[src/design/serial_pkg.sv]
// Purpose : Shared constants and types of the dual serial port block.
// Assumes : 8-bit special-function-register bus of the core, one clock.
// Notes   : Offsets are the core's register addresses.
package serial_pkg;

  // ******************************************************
  // Register addresses
  // ******************************************************
  localparam logic [7:0] ADDR_POWER_CTRL = 8'h87;
  localparam logic [7:0] ADDR_P0_CTRL    = 8'h98;
  localparam logic [7:0] ADDR_P0_BUF     = 8'h99;
  localparam logic [7:0] ADDR_P1_CTRL    = 8'h9B;
  localparam logic [7:0] ADDR_P1_BUF     = 8'h9C;
  localparam logic [7:0] ADDR_P1_REL_LO  = 8'h9D;
  localparam logic [7:0] ADDR_P0_REL_LO  = 8'hAA;
  localparam logic [7:0] ADDR_P0_REL_HI  = 8'hBA;
  localparam logic [7:0] ADDR_P1_REL_HI  = 8'hBB;
  localparam logic [7:0] ADDR_BAUD_SRC   = 8'hD8;

  // ******************************************************
  // Reset values
  // ******************************************************
  localparam logic [7:0] RST_BYTE   = 8'h00;
  localparam logic [9:0] RST_RELOAD = 10'h3D9;

  // ******************************************************
  // Field positions
  // ******************************************************
  localparam int B_MODE_HI = 7;
  localparam int B_MODE_LO = 6;
  localparam int B_MPE     = 5;
  localparam int B_REN     = 4;
  localparam int B_TB8     = 3;
  localparam int B_RB8     = 2;
  localparam int B_TI      = 1;
  localparam int B_RI      = 0;
  localparam int B_DOUBLE  = 7;
  localparam int B_SRC     = 7;
  localparam logic [7:0] P1_CTRL_MASK = 8'hBF;
  localparam logic [1:0] MODE_FIXED   = 2'h2;

  // ******************************************************
  // Timing
  // ******************************************************
  localparam int         CLK_HZ         = 100_000_000;
  localparam int         BAUD_MIN_BPS   = 300;
  localparam int         BAUD_MAX_BPS   = 38_400;
  localparam logic [9:0] RELOAD_TOP     = 10'h3FF;
  localparam logic [6:0] TICKS_FAST     = 7'h10;
  localparam logic [6:0] TICKS_SLOW     = 7'h20;
  localparam logic [6:0] TICKS_FIX_FAST = 7'h20;
  localparam logic [6:0] TICKS_FIX_SLOW = 7'h40;
  localparam logic [3:0] FRAME8_BITS    = 4'hA;
  localparam logic [3:0] FRAME9_BITS    = 4'hB;
  localparam logic [3:0] DATA8_BITS     = 4'h8;
  localparam logic [3:0] DATA9_BITS     = 4'h9;

  // ******************************************************
  // State types
  // ******************************************************
  typedef enum logic [1:0] {
    TX_IDLE  = 2'b01,
    TX_SHIFT = 2'b10
  } tx_state_t;

  typedef enum logic [2:0] {
    RX_IDLE  = 3'b001,
    RX_START = 3'b010,
    RX_DATA  = 3'b100
  } rx_state_t;

endpackage

[src/design/byte_fifo.sv]
// Purpose : Small synchronous FIFO with valid/ready on both sides.
// Assumes : DEPTH is a power of two, at least two.
// Notes   : Input ready is a flop, so a full FIFO refuses at once.
module byte_fifo #(
  parameter int WIDTH = 8,
  parameter int DEPTH = 4
) (
  input  wire logic             i_clk,
  input  wire logic             i_srst,
  input  wire logic             i_in_valid,
  input  wire logic [WIDTH-1:0] i_in_data,
  output logic                  o_in_ready,
  output logic                  o_out_valid,
  output logic      [WIDTH-1:0] o_out_data,
  input  wire logic             i_out_ready
);
  localparam int PW = $clog2(DEPTH);
  // Cast to the count's width; a PW-bit cast of DEPTH would wrap to zero
  localparam logic [PW:0] FULL_COUNT = (PW+1)'(DEPTH);

  typedef struct packed {
    logic [DEPTH-1:0][WIDTH-1:0] mem;
    logic [PW-1:0]               wr_ptr;
    logic [PW-1:0]               rd_ptr;
    logic [PW:0]                 count;
    logic                        in_ready;
  } fifo_state_t;

  fifo_state_t r;
  fifo_state_t nxt;
  logic        push;
  logic        pop;

  // Pointer and count update; depth power of two lets pointers wrap
  always_comb begin
    nxt  = r;
    push = i_in_valid && r.in_ready;
    pop  = (r.count != '0) && i_out_ready;
    if (push) begin
      nxt.mem[r.wr_ptr] = i_in_data;
      nxt.wr_ptr        = r.wr_ptr + PW'(1);
    end
    if (pop) begin
      nxt.rd_ptr = r.rd_ptr + PW'(1);
    end
    nxt.count    = r.count + (PW+1)'(push) - (PW+1)'(pop);
    nxt.in_ready = (nxt.count != FULL_COUNT);
  end

  // State register
  always_ff @(posedge i_clk) begin
    if (i_srst) begin
      r          <= '0;
      r.in_ready <= 1'b1;
    end else begin
      r <= nxt;
    end
  end

  assign o_in_ready  = r.in_ready;
  assign o_out_valid = (r.count != '0);
  assign o_out_data  = r.mem[r.rd_ptr];
endmodule

[src/design/dual_async_serial_port.sv]
// Purpose : Two asynchronous serial ports behind the core's register bus.
// Assumes : Register bus and timer 1 overflow share i_clk; RX pins async.
// Notes   : First port transmit bytes queue in a 4-word FIFO.

module dual_async_serial_port #(
  parameter int TX0_FIFO_DEPTH = 4
) (
  input  wire logic       i_clk,
  input  wire logic       i_srst,
  input  wire logic [7:0] i_sfr_addr,
  input  wire logic       i_sfr_wr,
  input  wire logic [7:0] i_sfr_wdata,
  input  wire logic       i_sfr_rd,
  output logic      [7:0] o_sfr_rdata,
  input  wire logic       i_timer1_ovf,
  input  wire logic       i_port0_rx,
  input  wire logic       i_port1_rx,
  output logic            o_port0_tx,
  output logic            o_port1_tx,
  output logic            o_port0_tx_space
);

  // ******************************************************
  // State
  // ******************************************************
  typedef struct packed {
    logic [7:0]          ctl;
    logic [9:0]          rel;
    logic [9:0]          gen;
    logic [7:0]          rxbuf;
    serial_pkg::tx_state_t tx_st;
    serial_pkg::rx_state_t rx_st;
    logic [6:0]          tcnt;
    logic [6:0]          rcnt;
    logic [3:0]          tbits;
    logic [3:0]          rbits;
    logic [10:0]         tsh;
    logic [8:0]          rsh;
    logic                txo;
  } port_t;

  typedef struct packed {
    port_t [1:0] p;
    logic [1:0]  rx_s1;
    logic [1:0]  rx_s2;
    logic [1:0]  rx_prev;
    logic [7:0]  power;
    logic [7:0]  baud_src;
    logic [7:0]  hold1;
    logic        pend1;
    logic [7:0]  rdata;
  } state_t;

  state_t     r;
  state_t     nxt;
  logic [1:0] wr_ctl;
  logic [1:0] wr_buf;
  logic [1:0] nine;
  logic [1:0] tick;
  logic [1:0] gtick;
  logic [1:0] load;
  logic [1:0] tx_done;
  logic [1:0] rx_finish;
  logic [1:0] rx_done;
  logic [1:0] rx_ninth;
  logic [6:0] nt [2];
  logic [7:0] ld_data [2];
  logic [7:0] rx_byte;
  logic       accept;
  logic       fix_rate;
  logic       fifo_valid;
  logic [7:0] fifo_data;
  logic       fifo_ready;

  // ******************************************************
  // Transmit queue of the first port
  // ******************************************************
  // A write while the queue is full is dropped; o_port0_tx_space warns
  byte_fifo #(
    .WIDTH (8),
    .DEPTH (TX0_FIFO_DEPTH)
  ) u_tx0_fifo (
    .i_clk       (i_clk),
    .i_srst      (i_srst),
    .i_in_valid  (wr_buf[0]),
    .i_in_data   (i_sfr_wdata),
    .o_in_ready  (o_port0_tx_space),
    .o_out_valid (fifo_valid),
    .o_out_data  (fifo_data),
    .i_out_ready (fifo_ready)
  );

  // ******************************************************
  // Next-state logic
  // ******************************************************
  always_comb begin
    nxt       = r;
    rx_byte   = '0;
    accept    = 1'b0;
    tick      = '0;
    gtick     = '0;
    load      = '0;
    tx_done   = '0;
    rx_finish = '0;
    rx_done   = '0;
    rx_ninth  = '0;
    // Decode of the byte-wide register writes
    wr_ctl[0] = i_sfr_wr && (i_sfr_addr == serial_pkg::ADDR_P0_CTRL);
    wr_ctl[1] = i_sfr_wr && (i_sfr_addr == serial_pkg::ADDR_P1_CTRL);
    wr_buf[0] = i_sfr_wr && (i_sfr_addr == serial_pkg::ADDR_P0_BUF);
    wr_buf[1] = i_sfr_wr && (i_sfr_addr == serial_pkg::ADDR_P1_BUF);
    // Frame shape and bit period per port
    fix_rate = (r.p[0].ctl[serial_pkg::B_MODE_HI:serial_pkg::B_MODE_LO]
                == serial_pkg::MODE_FIXED);
    nine[0]  = r.p[0].ctl[serial_pkg::B_MODE_HI];
    nine[1]  = ~r.p[1].ctl[serial_pkg::B_MODE_HI];
    if (fix_rate) begin
      nt[0] = r.power[serial_pkg::B_DOUBLE] ? serial_pkg::TICKS_FIX_FAST
                                            : serial_pkg::TICKS_FIX_SLOW;
    end else begin
      nt[0] = r.power[serial_pkg::B_DOUBLE] ? serial_pkg::TICKS_FAST
                                            : serial_pkg::TICKS_SLOW;
    end
    nt[1]      = serial_pkg::TICKS_FAST;
    ld_data[0] = fifo_data;
    ld_data[1] = r.hold1;
    fifo_ready = 1'b0;

    // Synchronisers: first stage feeds only the second
    nxt.rx_s1   = {i_port1_rx, i_port0_rx};
    nxt.rx_s2   = r.rx_s1;
    nxt.rx_prev = r.rx_s2;

    // Plain registers of the bus
    if (i_sfr_wr) begin
      case (i_sfr_addr)
        serial_pkg::ADDR_POWER_CTRL: nxt.power = i_sfr_wdata;
        serial_pkg::ADDR_BAUD_SRC:   nxt.baud_src = i_sfr_wdata;
        serial_pkg::ADDR_P0_REL_LO:  nxt.p[0].rel[7:0] = i_sfr_wdata;
        serial_pkg::ADDR_P0_REL_HI:  nxt.p[0].rel[9:8] = i_sfr_wdata[1:0];
        serial_pkg::ADDR_P1_REL_LO:  nxt.p[1].rel[7:0] = i_sfr_wdata;
        serial_pkg::ADDR_P1_REL_HI:  nxt.p[1].rel[9:8] = i_sfr_wdata[1:0];
        serial_pkg::ADDR_P1_BUF: begin
          nxt.hold1 = i_sfr_wdata;
          nxt.pend1 = 1'b1;
        end
        default: ;
      endcase
    end

    // Each port runs on its own counters, so both work at once
    for (int k = 0; k < 2; k++) begin
      // Reload generator: counts up to the top, then reloads
      if (r.p[k].gen == serial_pkg::RELOAD_TOP) begin
        nxt.p[k].gen = r.p[k].rel;
        gtick[k]     = 1'b1;
      end else begin
        nxt.p[k].gen = r.p[k].gen + 10'h001;
      end

      // Byte-wide control write; flags only accept zeros
      if (wr_ctl[k]) begin
        nxt.p[k].ctl = i_sfr_wdata;
        nxt.p[k].ctl[serial_pkg::B_TI] =
          r.p[k].ctl[serial_pkg::B_TI] & i_sfr_wdata[serial_pkg::B_TI];
        nxt.p[k].ctl[serial_pkg::B_RI] =
          r.p[k].ctl[serial_pkg::B_RI] & i_sfr_wdata[serial_pkg::B_RI];
      end
    end
    nxt.p[1].ctl = nxt.p[1].ctl & serial_pkg::P1_CTRL_MASK;

    // Bit-tick sources
    if (fix_rate) begin
      tick[0] = 1'b1;
    end else if (r.baud_src[serial_pkg::B_SRC]) begin
      tick[0] = gtick[0];
    end else begin
      tick[0] = i_timer1_ovf;
    end
    tick[1] = gtick[1];
    load[0] = fifo_valid && (r.p[0].tx_st == serial_pkg::TX_IDLE);
    load[1] = r.pend1 && (r.p[1].tx_st == serial_pkg::TX_IDLE);
    fifo_ready = load[0];

    for (int k = 0; k < 2; k++) begin
      // ****** Transmitter ******
      case (r.p[k].tx_st)
        serial_pkg::TX_IDLE: begin
          nxt.p[k].txo = 1'b1;
          if (load[k]) begin
            // Frame right to left: start, data LSB first, ninth, stop
            nxt.p[k].tsh = nine[k]
              ? {1'b1, r.p[k].ctl[serial_pkg::B_TB8], ld_data[k], 1'b0}
              : {2'b11, ld_data[k], 1'b0};
            nxt.p[k].txo   = 1'b0;
            nxt.p[k].tcnt  = '0;
            nxt.p[k].tbits = '0;
            nxt.p[k].tx_st = serial_pkg::TX_SHIFT;
          end
        end
        serial_pkg::TX_SHIFT: begin
          if (tick[k]) begin
            if (r.p[k].tcnt == nt[k] - 7'h01) begin
              nxt.p[k].tcnt  = '0;
              nxt.p[k].tsh   = {1'b1, r.p[k].tsh[10:1]};
              nxt.p[k].txo   = r.p[k].tsh[1];
              nxt.p[k].tbits = r.p[k].tbits + 4'h1;
              if (r.p[k].tbits + 4'h1 == (nine[k] ? serial_pkg::FRAME9_BITS
                                          : serial_pkg::FRAME8_BITS)) begin
                nxt.p[k].txo   = 1'b1;
                nxt.p[k].tx_st = serial_pkg::TX_IDLE;
                tx_done[k]     = 1'b1;
              end
            end else begin
              nxt.p[k].tcnt = r.p[k].tcnt + 7'h01;
            end
          end
        end
        default: begin
          nxt.p[k].tx_st = serial_pkg::TX_IDLE;
          nxt.p[k].txo   = 1'b1;
        end
      endcase
      if (tx_done[k]) begin
        nxt.p[k].ctl[serial_pkg::B_TI] = 1'b1;
      end

      // ****** Receiver ******
      case (r.p[k].rx_st)
        serial_pkg::RX_IDLE: begin
          if (r.p[k].ctl[serial_pkg::B_REN] && r.rx_prev[k]
              && !r.rx_s2[k]) begin
            nxt.p[k].rx_st = serial_pkg::RX_START;
            nxt.p[k].rcnt  = '0;
          end
        end
        serial_pkg::RX_START: begin
          if (tick[k]) begin
            nxt.p[k].rcnt = r.p[k].rcnt + 7'h01;
            if (r.p[k].rcnt == (nt[k] >> 1) - 7'h01) begin
              // A glitch shorter than half a bit is thrown away
              nxt.p[k].rx_st = r.rx_s2[k] ? serial_pkg::RX_IDLE
                                          : serial_pkg::RX_DATA;
              nxt.p[k].rcnt  = '0;
              nxt.p[k].rbits = '0;
            end
          end
        end
        serial_pkg::RX_DATA: begin
          if (tick[k]) begin
            if (r.p[k].rcnt == nt[k] - 7'h01) begin
              nxt.p[k].rcnt = '0;
              if (r.p[k].rbits == (nine[k] ? serial_pkg::DATA9_BITS
                                           : serial_pkg::DATA8_BITS)) begin
                rx_finish[k]   = 1'b1;
                nxt.p[k].rx_st = serial_pkg::RX_IDLE;
              end else begin
                nxt.p[k].rsh   = {r.rx_s2[k], r.p[k].rsh[8:1]};
                nxt.p[k].rbits = r.p[k].rbits + 4'h1;
              end
            end else begin
              nxt.p[k].rcnt = r.p[k].rcnt + 7'h01;
            end
          end
        end
        default: nxt.p[k].rx_st = serial_pkg::RX_IDLE;
      endcase

      // Frame end: in 8-bit frames the stop bit stands in for the ninth
      if (nine[k]) begin
        rx_byte     = r.p[k].rsh[7:0];
        rx_ninth[k] = r.p[k].rsh[8];
      end else begin
        rx_byte     = r.p[k].rsh[8:1];
        rx_ninth[k] = r.rx_s2[k];
      end
      accept = !r.p[k].ctl[serial_pkg::B_MPE] || rx_ninth[k];
      if (rx_finish[k] && accept) begin
        rx_done[k]                      = 1'b1;
        nxt.p[k].rxbuf                  = rx_byte;
        nxt.p[k].ctl[serial_pkg::B_RB8] = rx_ninth[k];
        nxt.p[k].ctl[serial_pkg::B_RI]  = 1'b1;
      end
    end
    if (load[1]) begin
      nxt.pend1 = 1'b0;
    end

    // Registered read data; unmapped addresses read zero
    case (i_sfr_addr)
      serial_pkg::ADDR_POWER_CTRL: nxt.rdata = r.power;
      serial_pkg::ADDR_BAUD_SRC:   nxt.rdata = r.baud_src;
      serial_pkg::ADDR_P0_CTRL:    nxt.rdata = r.p[0].ctl;
      serial_pkg::ADDR_P1_CTRL:    nxt.rdata = r.p[1].ctl;
      serial_pkg::ADDR_P0_BUF:     nxt.rdata = r.p[0].rxbuf;
      serial_pkg::ADDR_P1_BUF:     nxt.rdata = r.p[1].rxbuf;
      serial_pkg::ADDR_P0_REL_LO:  nxt.rdata = r.p[0].rel[7:0];
      serial_pkg::ADDR_P0_REL_HI:  nxt.rdata = {6'h00, r.p[0].rel[9:8]};
      serial_pkg::ADDR_P1_REL_LO:  nxt.rdata = r.p[1].rel[7:0];
      serial_pkg::ADDR_P1_REL_HI:  nxt.rdata = {6'h00, r.p[1].rel[9:8]};
      default:                     nxt.rdata = serial_pkg::RST_BYTE;
    endcase
    if (!i_sfr_rd) begin
      nxt.rdata = r.rdata;
    end
  end

  // ******************************************************
  // State register
  // ******************************************************
  always_ff @(posedge i_clk) begin
    if (i_srst) begin
      r <= '0;
      for (int k = 0; k < 2; k++) begin
        r.p[k].rel   <= serial_pkg::RST_RELOAD;
        r.p[k].tx_st <= serial_pkg::TX_IDLE;
        r.p[k].rx_st <= serial_pkg::RX_IDLE;
        r.p[k].txo   <= 1'b1;
      end
      r.rx_s1   <= 2'h3;
      r.rx_s2   <= 2'h3;
      r.rx_prev <= 2'h3;
    end else begin
      r <= nxt;
    end
  end

  assign o_sfr_rdata = r.rdata;
  assign o_port0_tx  = r.p[0].txo;
  assign o_port1_tx  = r.p[1].txo;

  // ******************************************************
  // Assertions
  // ******************************************************
  property p_tx_idle_high;
    @(posedge i_clk) disable iff (i_srst)
    (r.p[0].tx_st == serial_pkg::TX_IDLE) |-> o_port0_tx;
  endproperty
  a_tx_idle_high: assert property (p_tx_idle_high)
    else $error("port0 TX low while idle");

  property p_write_starts;
    @(posedge i_clk) disable iff (i_srst)
    (wr_buf[1] && !r.pend1 && r.p[1].tx_st == serial_pkg::TX_IDLE)
      |=> ##1 (!o_port1_tx && r.p[1].tx_st == serial_pkg::TX_SHIFT);
  endproperty
  a_write_starts: assert property (p_write_starts)
    else $error("port1 write did not start a frame");

  property p_flag_clear;
    @(posedge i_clk) disable iff (i_srst)
    (wr_ctl[0] && !i_sfr_wdata[serial_pkg::B_RI] && !rx_done[0])
      |=> !r.p[0].ctl[serial_pkg::B_RI];
  endproperty
  a_flag_clear: assert property (p_flag_clear)
    else $error("writing zero did not clear the receive flag");

  property p_flag_keep;
    @(posedge i_clk) disable iff (i_srst)
    (wr_ctl[0] && i_sfr_wdata[serial_pkg::B_TI] && !tx_done[0])
      |=> (r.p[0].ctl[serial_pkg::B_TI] ==
           $past(r.p[0].ctl[serial_pkg::B_TI]));
  endproperty
  a_flag_keep: assert property (p_flag_keep)
    else $error("writing one changed the transmit flag");

  property p_tx_done_sets;
    @(posedge i_clk) disable iff (i_srst)
    tx_done[0] |=> r.p[0].ctl[serial_pkg::B_TI]
      ##1 (r.p[0].ctl[serial_pkg::B_TI]
           || $past(wr_ctl[0] && !i_sfr_wdata[serial_pkg::B_TI]));
  endproperty
  a_tx_done_sets: assert property (p_tx_done_sets)
    else $error("transmit flag not set and held after frame");

  property p_rx_done_sets;
    @(posedge i_clk) disable iff (i_srst)
    rx_done[1] |=> (r.p[1].ctl[serial_pkg::B_RI]
                    && r.p[1].rxbuf == $past(rx_byte));
  endproperty
  a_rx_done_sets: assert property (p_rx_done_sets)
    else $error("receive flag or buffer not updated");

  property p_read_buffer;
    @(posedge i_clk) disable iff (i_srst)
    (i_sfr_rd && i_sfr_addr == serial_pkg::ADDR_P0_BUF)
      |=> (o_sfr_rdata == $past(r.p[0].rxbuf));
  endproperty
  a_read_buffer: assert property (p_read_buffer)
    else $error("data register read returned wrong byte");

  property p_mpe_blocks;
    @(posedge i_clk) disable iff (i_srst)
    (rx_finish[0] && nine[0] && !rx_ninth[0] && !wr_ctl[0]
     && r.p[0].ctl[serial_pkg::B_MPE])
      |=> (r.p[0].ctl[serial_pkg::B_RI] ==
           $past(r.p[0].ctl[serial_pkg::B_RI]));
  endproperty
  a_mpe_blocks: assert property (p_mpe_blocks)
    else $error("data frame raised flag in multiprocessor mode");

  property p_reload;
    @(posedge i_clk) disable iff (i_srst)
    (r.p[0].gen == serial_pkg::RELOAD_TOP)
      |=> (r.p[0].gen == $past(r.p[0].rel));
  endproperty
  a_reload: assert property (p_reload)
    else $error("baud generator did not reload");
endmodule

[config.mk]
export PLATFORM = sky130hd
export DESIGN_NAME = dual_async_serial_port
export DESIGN_NICKNAME = d
export VERILOG_FILES = /design/src/design/serial_pkg.sv /design/src/design/byte_fifo.sv /design/src/design/dual_async_serial_port.sv
export SDC_FILE = /design/constraint.sdc
export NUM_CORES = 1
export LEC_CHECK = 0
export BUFFER_PORTS_ARGS = -buffer_cell sky130_fd_sc_hd__buf_2
export CAP_MARGIN = 5
export CORE_MARGIN = 4
export CORE_UTILIZATION = 31
export DETAILED_ROUTE_END_ITERATION = 16
export GPL_TIMING_DRIVEN = 0
export HOLD_SLACK_MARGIN = 0.06
export PLACE_DENSITY_LB_ADDON = 0.25
export SLEW_MARGIN = 15
export SYNTH_ARGS = -nofsm -noshare
export SYNTH_HDL_FRONTEND = slang
export SYNTH_HIERARCHICAL = 1
export SYNTH_SLANG_ARGS = --single-unit
export TNS_END_PERCENT = 5
[constraint.sdc]
create_clock -name i_clk -period 5.6 [get_ports i_clk]
set_clock_uncertainty 0.05 [all_clocks]
set_input_delay 0.56 -clock i_clk [delete_from_list [all_inputs] [get_ports i_clk]]
set_output_delay 0.56 -clock i_clk [all_outputs]
set_load 0.05 [all_outputs]
==> impl_metrics.csv <==
group,metric,value,unit
min_path,hold_class,"in2reg",
worst_setup_path,critical_path_arrival,3.76,ns
cts,cts_buffers,27,
grt,grt_use_met3,2.67,%
cts,clock_tree.htree_level_count,1,
synthesis,ys.flop_type,"dfxtp_1",
cts,cts-resized-gates,0,
place,io_buffers,30,
drt,ant_nets,0,
sta,layout_min_cycle_time,3.38,ns
worst_setup_path,slowest_delay,0.52,ns
grt,grt_overflow,0,
worst_setup_path,worst-path-buf-inv,5,
worst_setup_path,cp-startpoint,"i_sfr_wr",
worst_setup_path,critical_path_cell_count,13,
pwr,p_per_area,279,mW/mm^2
sta,relSlewSlack,29.9,%
cts,cts_tree,"yes",
worst_setup_path,crit_type,"in2reg",
run,max-cap-violations,0,
worst_setup_path,cp_top_family,"buffers and inverters",
final_layout,drive_gt1_share,10.9,%
grt,grt.busiest_layer,"met2",
floorplan,die_y,201,um
min_path,holdPathStages,2,
grt,grt_pass1_wl,51600,um
place,gp_congestion,0.903,
cts,cts_root_buffer,"clkbuf_16",
cts,clock_latency,0.54,ns
synthesis,seq_area_frac_synth,42.4,%
cts,clockBufferDepth,3,
worst_setup_path,critPathLaunchType,"primary input",
floorplan,initial_core_util,31.5,%
synthesis,synth-edff-count,0,
synthesis,postSynthAreaPerCell,8.73,um^2
grt,grt_antenna_before_repair,1,
drt,via_per_inst,5.12,
sta,finalSetupViolCount,0,
cts,cts_setup_buffers,0,
floorplan,rows,70,
worst_setup_path,cp-end-kind,"flop",
floorplan,dieArea,0.0403,mm^2
cts,cts_sinks,244,
min_path,min_from,"i_port1_rx",
drt,drc_errors,0,
floorplan,die_x,201,um
worst_setup_path,cp_max_fo,10,
place,hpwlAfterDp,23200,um
final_layout,antenna_cells,0,
synthesis,synthArstFlopShare,0,%
synthesis,synthCells,1321,
cts,path_clk_slew,0.06,ns
grt,track_usage,15.7,%
sta,rsz0062_at_grt,"false",
sta,fmax,296,MHz
worst_setup_path,reg2reg_depth,8,
synthesis,synth.distinct_cells,81,
drt,wl,32500,um
synthesis,syn_nets,1365,
cts,cts_hold_buffers,0,
grt,use_met2,25.7,%
drt,firstDrtPassIters,8,
pwr,peakVddDrop,0.237,mV
floorplan,core,0.0366,mm^2
worst_setup_path,reg2reg_from,"r[179]",
sta,drv_slew,0,
grt,met1_usage,22.1,%
run_status,status,"finished clean",
drt,routedWlPerCell,17.4,um
worst_setup_path,crit_chain,"buf_2 -> clkbuf_1 -> clkbuf_1 -> nor3b_1 -> buf_4 -> nand2_1 -> ha_1 -> inv_1 -> ha_1 -> fa_1 -> xor3_1 -> nor2_2 -> nand2_1",
sta,post-route-period-util,60.3,%
sta,max_slew.worst_pin.slew,1.05,ns
floorplan,io_pins,34,
pwr,p_leak,5.07,nW
sta,hold_viol,0,
worst_setup_path,cp_slowest_cell,"nor3b_1",
worst_setup_path,worstPathRequired,5.98,ns
synthesis,ys_ff_latch,244,
final_layout,synthToLayoutAreaGrowth,13.9,%
synthesis,yosys_warnings,6,
drt,drtIter0Drc,719,
sta,final.setup.tns,0,ns
drt,dr_total_vias,9557,
synthesis,syn-cell-area,0.0115,mm^2
place,dp_slack,1.68,ns
sta,fin_ws,2.22,ns
grt,grt_pass1_vias,9056,
final_layout,final_nets,1424,
grt,grt_max_degree,14,
-- worst register-to-register path: cells and delay by family (launching register included) --
| family | cells | cell delay (ns) |
|---|---|---|
| buffers and inverters | 1 | 0.35 |
| and+or+nand+nor | 5 | 1.39 |
| adders and majority gates | 1 | 0.22 |
| DFF | 1 | 0.37 |
| AOI/OAI and AO/OA | 1 | 0.20 |
-- cell usage after synthesis, types with 11 or more instances --
cell type / instances / share of area (%)
nor2_1: 185 / 6.0
nand3_1: 66 / 2.9
clkbuf_1: 49 / 1.6
nor3_1: 25 / 1.1
nand4_1: 11 / 0.60
xor2_1: 17 / 1.3
xnor2_1: 15 / 1.1
nand2_1: 138 / 4.5
a21oi_1: 88 / 3.8
a211oi_1: 37 / 2.4
nand2b_1: 15 / 0.81
o21ai_0: 39 / 1.7
inv_1: 26 / 0.85
a21o_1: 12 / 0.78
and3_1: 15 / 0.81
or3_1: 13 / 0.71
dfxtp_1: 244 / 42
ha_1: 20 / 2.2
mux2i_1: 114 / 9.9
buf_4: 16 / 1.0
-- metrics by stage --
stage / hold WS, ns / util [%] / cell area, um^2 / power (mW) / std cells
finish: 0.168 / 35.9 / 13100 / 3.66 / 1868
global route: 0.155 / 35.9 / 13100 / 3.81 / 1868
CTS: 0.148 / 35.9 / 13100 / 3.72 / 1868
detailed placement: 0.343 / 33.5 / 12300 / 1.95 / 1819
global placement: 0.358 / 33.5 / 12300 / 1.95 / 1819
floorplan: 0.339 / - / 11500 / 1.87 / 1321
-- where the power goes --
| part | switching (mW) | total (mW) | internal (mW) |
|---|---|---|---|
| Clock | 0.738 | 1.76 | 1.02 |
| Combinational | 0.116 | 0.156 | 0.0396 |
| Sequential | 0.00681 | 1.75 | 1.74 |
-- per-layer routing --
| layer | part of all wire [%] | up-vias |
|---|---|---|
| met2 | 45 | 194 |
| met5 | 0.034 | - |
| met1 | 47 | 4536 |
| li1 | - | 4779 |
| met3 | 5.4 | 46 |
| met4 | 2.0 | 2 |
-- path summary, 6_finish.rpt --
check                           to  slack (ns)
max          u_tx0_fifo/o_in_ready        2.22
min                        nxt[36]        0.17
max reg2reg                 r[175]        2.87
min reg2reg                nxt[34]        0.37
-- placed cells by master (no fill, tap or decap), types with 26 or more instances in the layout --
| cell | synthesis | layout |
|---|---|---|
| o21ai_0 | 39 | 39 |
| buf_2 | 9 | 39 |
| a21oi_1 | 88 | 88 |
| clkbuf_16 | 0 | 27 |
| nand3_1 | 66 | 66 |
| a211oi_1 | 37 | 37 |
| dfxtp_1 | 244 | 244 |
| nand2_1 | 138 | 138 |
| mux2i_1 | 114 | 114 |
| clkbuf_1 | 49 | 54 |
| nor2_1 | 185 | 185 |
| inv_1 | 26 | 26 |
-- logic make-up after synthesis --
| kind of cell | count (synthesis) | share of synthesized area, % |
|---|---|---|
| multiplexers | 130 | 12.2 |
| AO/OA/AOI/OAI | 249 | 14.0 |
| AND/OR/NAND/NOR | 534 | 22.0 |
| flip-flops | 244 | 42.4 |
| XOR/XNOR | 33 | 2.64 |
| buffers and inverters | 110 | 4.41 |
| adder cells (fa/ha/maj) | 21 | 2.34 |
-- cell type report --
class | instances | area (um^2)
sequential | 244 | 4880
buffer | 83 | 407
fill | 3820 | 23500
inverter | 27 | 101
multi-input combinational | 967 | 6130
clock inverter | 14 | 130
clock buffer | 35 | 736
tap | 468 | 586
timing repair buffer | 30 | 150
-- sequential cells by signal, indices dropped and copies added, names as in the netlist --
name,count
r,181
u_tx0_fifo/r,39
ld_data,8
o_sfr_rdata,8
nxt,4
nine,1
o_port0_tx,1
o_port1_tx,1
u_tx0_fifo/o_in_ready,1
(Power assumes the default switching activity.)
